$ cat src/hdl/asc_regs.svh
// Constants for the converter standby controller
`ifndef ASC_REGS_SVH
`define ASC_REGS_SVH
`define ASC_SETTLE_PERIODS   2'h3
`define ASC_TEST_CHANNEL     3'h6
`define ASC_OFFSET_RESET     24'h800000
`define ASC_CMD_DATA_RD      2'h1
`define ASC_CMD_OFFS_RD      2'h2
`define ASC_CMD_OFFS_WR      2'h3
`endif

$ cat src/hdl/asc_pkg.sv
// Types for the converter standby controller
package asc_pkg;
  typedef enum logic [1:0] {
    ASC_CMD_NONE,
    ASC_CMD_DATA_READ,
    ASC_CMD_OFFSET_READ,
    ASC_CMD_OFFSET_WRITE
  } asc_cmd_t;
  typedef enum {
    ASC_PORT_IDLE,
    ASC_PORT_BUSY
  } asc_port_t;
  typedef struct packed {
    logic     valid;
    asc_cmd_t cmd;
    logic [23:0] wdata;
  } asc_req_t;
  typedef struct packed {
    logic        valid;
    logic [23:0] rdata;
  } asc_rsp_t;
endpackage : asc_pkg

$ cat src/hdl/asc_settle_timer.sv
// Settling timer: counts output periods after standby release
module asc_settle_timer
  import asc_pkg::*;
#(
  parameter int unsigned PERIODS = 3
) (
  input  wire logic i_clock,
  input  wire logic i_rst,
  input  wire logic i_start,
  input  wire logic i_hold,
  input  wire logic i_period_tick,
  output logic      o_done
);
  logic [1:0] cnt_reg;
  logic [1:0] cnt_next;
  logic       run_reg;
  logic       run_next;
  logic       done_next;
  logic       done_reg;
  // Next state of the period counter
  always_comb begin
    cnt_next  = cnt_reg;
    run_next  = run_reg;
    done_next = 1'b0;
    if (i_hold) begin
      // Filter held in reset, nothing counts
      cnt_next = 2'h0;
      run_next = 1'b0;
    end else if (i_start) begin
      cnt_next = 2'h0;
      run_next = 1'b1;
    end else if (run_reg && i_period_tick) begin
      if (cnt_reg == 2'(PERIODS - 1)) begin
        run_next  = 1'b0;
        done_next = 1'b1;
      end else begin
        cnt_next = cnt_reg + 2'h1;
      end
    end
  end
  // Register stage
  always_ff @(posedge i_clock) begin
    if (i_rst) begin
      cnt_reg  <= 2'h0;
      run_reg  <= 1'b0;
      done_reg <= 1'b0;
    end else begin
      cnt_reg  <= cnt_next;
      run_reg  <= run_next;
      done_reg <= done_next;
    end
  end
  assign o_done = done_reg;
endmodule : asc_settle_timer

$ cat src/hdl/asc_standby_ctrl.sv
// Standby control of the converter digital core
// Standby entry
//   Standby is a level on i_standby_n, low means standby
//   Sampled on every edge, no filtering of short pulses
//   Modulator run output drops in the same cycle
//   Request ready drops in the same cycle, so nothing is taken
//   Serial port state falls back to idle on the next edge
//   Data-ready parks high on the next edge
//   Data word and offset coefficient are left untouched
//   A request that is forced through anyway is ignored
//
// Standby exit
//   Release is the first edge that sees the input high again
//   Settling timer restarts on that edge
//   Output-rate ticks come from the filter side, one per period
//   Filter words that arrive while settling are dropped
//   Reason: the filter history is stale until it refills
//   After the third tick the timer pulses done for one cycle
//   The word on the filter bus is then loaded, data-ready drops
//   Limitation: the filter word must be valid at that cycle
//   Reads during settling still return the kept data word
//
// Reset
//   Reset is treated like a standby that ends with reset
//   So a release from reset also waits out the settling time
//   Offset coefficient returns to its mid-scale default
//   Data word clears, data-ready parks high, port goes idle
//
// Requests
//   One request per cycle, taken on the edge that sees valid
//   Reads answer one cycle later with a one-cycle valid pulse
//   Offset writes give no answer and show up the next cycle
//   A data read clears data-ready unless a new word lands too
//   Trade-off: the set wins, so a fresh word is never missed
//   The port marks itself busy for the cycle after a request other than ASC_CMD_NONE
//
// Side paths
//   Master clock is a plain wire copy of the oscillator
//   No gating anywhere on that path, so standby cannot stop it
//   Hazard: any logic added on this path would glitch the output
//   Test channel code shorts both modulator inputs together
//   Decode is combinational, it follows the channel input directly
//   Offset coefficient feeds the conversion path as stored
//   Writes take effect on the next conversion after the write
//
// Limits
//   Settling counter is two bits, enough for three periods
//   Only full 24-bit words move across the request interface
//   Channel codes other than the test code have no effect here
//   Selection of analog inputs sits outside this block
`include "asc_regs.svh"
module asc_standby_ctrl
  import asc_pkg::*;
#(
  parameter int unsigned WIDTH = 24
) (
  input  wire logic              i_clock,
  input  wire logic              i_rst,
  input  wire logic              i_standby_n,
  input  wire logic              i_osc_clock,
  input  wire logic              i_period_tick,
  input  wire logic [WIDTH-1:0]  i_filter_word,
  input  wire logic              i_filter_valid,
  input  wire logic [2:0]        i_channel,
  input  wire asc_req_t          i_req,
  output asc_rsp_t               o_rsp,
  output logic                   o_req_ready,
  output logic                   o_data_ready_n,
  output logic                   o_shorted_test_channel,
  output logic                   o_modulator_run,
  output logic                   o_port_expect_comm,
  output logic [WIDTH-1:0]       o_offset_coeff,
  output logic                   o_master_clock
);
  logic             stby_reg;       // Standby input seen last cycle
  logic             stby_next;
  logic             settle_reg;     // Waiting for filter to settle
  logic             settle_next;
  logic [WIDTH-1:0] data_reg;       // Conversion data, kept in standby
  logic [WIDTH-1:0] data_next;
  logic [WIDTH-1:0] offs_reg;       // Zero-scale coefficient
  logic [WIDTH-1:0] offs_next;
  // Data-ready flag, set on a new word, cleared by a read
  logic             rdy_n_reg;      // Data-ready, active low
  logic             rdy_n_next;
  asc_port_t        port_reg;       // Serial port state
  asc_port_t        port_next;
  asc_rsp_t         rsp_reg;
  asc_rsp_t         rsp_next;
  logic             in_standby;
  logic             release_edge;
  logic             settled;
  logic             new_word;
  logic             test_sel;

  assign in_standby   = ~i_standby_n;
  assign release_edge = i_standby_n & stby_reg;
  assign test_sel     = (i_channel == `ASC_TEST_CHANNEL);

  // Settling count restarts on release, held while in standby
  // Hold keeps the timer cleared for the whole standby, so a
  // half-finished count can never complete after a short release
  asc_settle_timer #(
    .PERIODS (`ASC_SETTLE_PERIODS)
  ) u_settle (
    .i_clock       (i_clock),
    .i_rst         (i_rst),
    .i_start       (release_edge),
    .i_hold        (in_standby),
    .i_period_tick (i_period_tick),
    .o_done        (settled)
  );

  // A word counts only once the filter has settled
  assign new_word = i_filter_valid & ~in_standby & ~settle_reg;

  // Next values for the core state
  always_comb begin
    stby_next   = in_standby;
    settle_next = settle_reg;
    data_next   = data_reg;
    offs_next   = offs_reg;
    // Data-ready holds unless an event below moves it
    rdy_n_next  = rdy_n_reg;
    port_next   = port_reg;
    rsp_next    = '0;
    if (release_edge) begin
      settle_next = 1'b1;
    end else if (settled) begin
      settle_next = 1'b0;
    end
    if (in_standby) begin
      // Port abandoned, data-ready parked high, no answers
      port_next   = ASC_PORT_IDLE;
      rdy_n_next  = 1'b1;
    end else begin
      // Settled word (or any valid word after settle) lands in data register
      if (settled || new_word) begin
        data_next   = i_filter_word;
        rdy_n_next  = 1'b0;
      end
      // One request a cycle while the port is live
      if (i_req.valid) begin
        port_next = ASC_PORT_BUSY;
        case (i_req.cmd)
          ASC_CMD_DATA_READ: begin
            rsp_next.valid = 1'b1;
            rsp_next.rdata = data_reg;
            // New word in same cycle wins over the read clear
            if (!(settled || new_word)) begin
              rdy_n_next  = 1'b1;
            end
          end
          ASC_CMD_OFFSET_READ: begin
            rsp_next.valid = 1'b1;
            rsp_next.rdata = offs_reg;
          end
          ASC_CMD_OFFSET_WRITE: begin
            offs_next = i_req.wdata;
          end
          default: begin
            port_next = ASC_PORT_IDLE;
          end
        endcase
      end else begin
        port_next = ASC_PORT_IDLE;
      end
    end
  end

  // Register stage; reset gives power-on defaults
  always_ff @(posedge i_clock) begin
    if (i_rst) begin
      // Reset counts as standby, so the first high input after
      // reset is a release and the filter settles before any word
      stby_reg   <= 1'b1;
      settle_reg <= 1'b0;
      data_reg   <= '0;
      offs_reg   <= WIDTH'(`ASC_OFFSET_RESET);
      rdy_n_reg  <= 1'b1;
      port_reg   <= ASC_PORT_IDLE;
      rsp_reg    <= '0;
    end else begin
      stby_reg   <= stby_next;
      settle_reg <= settle_next;
      data_reg   <= data_next;
      offs_reg   <= offs_next;
      rdy_n_reg  <= rdy_n_next;
      port_reg   <= port_next;
      rsp_reg    <= rsp_next;
    end
  end

  // Requests refused while in standby
  assign o_req_ready            = ~in_standby;
  assign o_rsp                  = rsp_reg;
  // Data-ready straight from its flip-flop, no decode glitches
  assign o_data_ready_n         = rdy_n_reg;
  // Both inputs to the same pin on the test code
  assign o_shorted_test_channel = test_sel;
  // Modulator stops while standby is low
  assign o_modulator_run        = ~in_standby;
  // Idle port waits for a communications write
  assign o_port_expect_comm     = (port_reg == ASC_PORT_IDLE);
  // Conversions use whatever offset is stored
  assign o_offset_coeff         = offs_reg;
  // Oscillator passes straight through; standby never gates it
  assign o_master_clock         = i_osc_clock;
endmodule : asc_standby_ctrl

$ cat config.mk
export PLATFORM = sky130hd
export DESIGN_NAME = asc_standby_ctrl
export DESIGN_NICKNAME = d
export VERILOG_FILES = /design/src/hdl/asc_pkg.sv /design/src/hdl/asc_settle_timer.sv /design/src/hdl/asc_standby_ctrl.sv
export VERILOG_INCLUDE_DIRS = /design/src /design/src/hdl
export SDC_FILE = /design/constraint.sdc
export NUM_CORES = 1
export LEC_CHECK = 0
export ABC_AREA = 1
export BUFFER_PORTS_ARGS = -buffer_cell sky130_fd_sc_hd__buf_2
export CORE_ASPECT_RATIO = 1.2
export CORE_UTILIZATION = 45
export CTS_CLUSTER_DIAMETER = 100
export CTS_CLUSTER_SIZE = 16
export DETAILED_ROUTE_END_ITERATION = 8
export GPL_TIMING_DRIVEN = 0
export PLACE_DENSITY = 0.85
export SYNTH_ARGS = -nofsm -noshare
export SYNTH_HDL_FRONTEND = slang
export SYNTH_SLANG_ARGS = --single-unit
$ cat constraint.sdc
create_clock -name i_clock -period 1.1 [get_ports i_clock]
set_input_delay 0 -clock i_clock [delete_from_list [all_inputs] [get_ports i_clock]]
set_output_delay 0 -clock i_clock [all_outputs]
set_load 0.02 [all_outputs]
==> metrics <==
Vias=3463; Placement Rows=34; Worst Hold End=data_reg[16]; status=completed; ANT nets after route=0; post-synthesis cell count=466; number of flip-flops in the largest register=25; Die H=98.1 um; Die Wd=82.1 um; total power=5.85 mW; critical hold path startpoint=i_filter_word[16]; number of enable flip-flop cells after synthesis=0; dpl cells=669; Syn Nets=531; DR vias/cell=4.72; most frequent cell after synthesis=nand2_1; DRT Pass-1 Iters=4; post-synthesis sequential area ratio=0.468; core area=0.00736 mm^2; Max Buffers Root-to-Sink=2; critical path endpoint category=flip-flop; P per Cell Area=1220 mW/mm^2; CP max stage delay=350 ps; hold depth=5; CTS tree=yes; CP Cell Sequence=inv_4, nand2_4, nand3_4, buf_6, nand2_1, inv_1, nor2_1; Reg2Reg Capture Point=data_reg[13]; top_reg_cell synth=dfxtp_1; Netlist cell types=20; largest net degree at the start of global routing=14; crit path time final=1060 ps; # IOs=115; Hold Path Class=in -> reg; worst-margin pin slew=497 ps; vias in the first global route=3383; critical path class=reg -> reg; setup slack, reg-to-reg=40 ps; skew final=10.4 ps; synth top area cells=dfxtp_1 (47%), nand2_1 (11%), inv_1 (11%); Final #Nets=703; Starting Density=0.471; post-synth design cell area=0.00346 mm^2; Worst-path clk slew=90 ps; fmax=0.941 GHz; H-tree levels=3; total wire length=9.38 mm; Tcrit/Tclk final=0.966; startpoint types=flip-flop; GRT Residual Overflow=0; antenna violations before repair=0; delay-heaviest family, CP=simple AND/OR/NAND/NOR gates; clock buffer count from CTS=9; WP buf/inv=3; Clk Latency, worst-skew pair=350 ps; drc violations=0; Reg2Reg Depth=7; DP Area=0.00414 mm^2; Slew HR=0.669; Worst Path Arrival=1350 ps; yosys warns=0; Final Hold Viols=0; Overall Global Routing Usage=0.244; TritonCTS Sinks=81; # fillers=617; Reg2Reg Launch Point=u_settle.o_done; register bit total from synthesis=81; Final HPWL DP=6.45 mm; DR iter-0 viols=137; quantity of I/O buffers inserted on ports=113; Worst VDD drop=822 uV; Synth area leader=dfxtp_1; CTS Root Cell=clkbuf_8; DR WL/cell=12.8 um; ys async rst share=0; Post-synth top cells=nand2_1 (106), inv_1 (105), dfxtp_1 (81), a21oi_1 (32), nor2_1 (27); first-pass GRT wire length=15.0 mm; Slew Limit Fails=0; Layout area overhead=39.0%; ratio of cells with drive above 1 in the final layout=0.291; n_diodes=0; Max Cap Violations=0; gpl congestion=0.829; Setup-failing EPs final=0; design area=0.00482 mm^2; Yosys top cell area share=0.468; die area=0.00806 mm^2; Leak=2.33 nW; Crit-path slowest cell=dfxtp_2; critical path peak fanout=10; Cell Count, Final, Fillers Out=733; Syn Area/Cell=7.43 um^2; Worst Path Required=1380 ps
stage by stage:
stage / util / hold WS [ps] / setup slack (ps) / TNS [ps]
floorplan: - / 69.1 / 96.1 / 0
global placement: 0.563 / 174 / -127 / -3520
detailed placement: 0.563 / 189 / -200 / -5610
CTS: 0.643 / 0.973 / 16.6 / 0
global route: 0.655 / 21.4 / -13.8 / -22.0
finish: 0.655 / 10.2 / 37.0 / 0
cells in the final DEF, fill, tap and decap left out:
master,netlist,final
buf_4,3,12
nor3b_1,2,1
nor3b_2,0,1
a21oi_1,32,31
dfxtp_1,81,80
nand3_1,2,2
o21ai_1,0,1
buf_2,14,123
dfxtp_2,0,1
nor2_1,27,26
clkinv_2,0,1
a21oi_2,19,20
o21ai_0,26,25
ha_1,5,4
nor2_4,1,2
nand2_1,106,106
nand3_4,1,1
dlygate4sd3_1,0,41
ha_2,0,1
clkinv_4,0,1
clkbuf_4,0,2
nand2_4,3,4
inv_4,0,1
clkbuf_1,7,9
clkinvlp_4,0,2
nor3_1,1,1
nand4_1,25,25
inv_1,105,104
buf_6,5,5
clkbuf_8,0,10
worst max-delay path by stage:
stage | start | end | slack [ps] | cells after the start
after global routing | u_settle.o_done | data_reg[13] | -10 | 7
final | u_settle.o_done | data_reg[13] | 40 | 7
after floorplan | u_settle.cnt_reg[0] | u_settle.cnt_reg[1] | 100 | 5
after detailed placement | i_req[24] | o_offset_coeff[20] | -200 | 7
after CTS | u_settle.cnt_reg[0] | u_settle.cnt_reg[0] | 20 | 5
after global placement | i_req[25] | o_rsp[15] | -130 | 7
cell type report:
| type | count | area (um^2) | share of cell area |
|---|---|---|---|
| plain buffers | 29 | 185 | 0.0384 |
| repair buffers | 161 | 1030 | 0.214 |
| inverters | 105 | 397 | 0.0823 |
| multi-input cells | 251 | 1300 | 0.269 |
| flip-flops and latches | 81 | 1620 | 0.337 |
| well taps | 90 | 113 | 0.0234 |
| clock buffers | 12 | 145 | 0.0301 |
| clock inverters | 4 | 28.8 | 0.00597 |
metal layers:
metal,share of wire,global-route usage,vias to the layer above
met1,0.42,0.283,1560
met2,0.50,0.416,121
met5,0,0,-
met3,0.047,0.0542,23
li1,-,-,1759
met4,0.030,0.112,0
power breakdown:
| part | internal [mW] | switching, mW | total (mW) |
|---|---|---|---|
| Combinational | 0.372 | 0.454 | 0.826 |
| Clock | 0.884 | 1.07 | 1.95 |
| Sequential | 3.02 | 0.0548 | 3.07 |
cell families after synthesis:
logic type,synth area share
adders and majority gates,0.0181
and+or+nand+nor,0.218
AOI/OAI and AO/OA,0.132
DFF,0.468
buffers and inverters,0.164
repair_timing:
action	4_1_cts	5_1_grt
hold endpoints to repair	41	1
setup buffers	0	6
gates resized for setup	3	14
pin swaps	1	4
hold buffers	41	1
endpoints found under the setup margin	22	23
gates cloned	0	1
worst reg2reg max path: stages (launching register included):
cell     delay, ps
dfxtp_2        350
inv_4           50
nand2_4        110
nand3_4        120
buf_6          160
nand2_1         70
inv_1           50
nor2_1          90
Note: power is estimated with default switching activity, not from simulation.
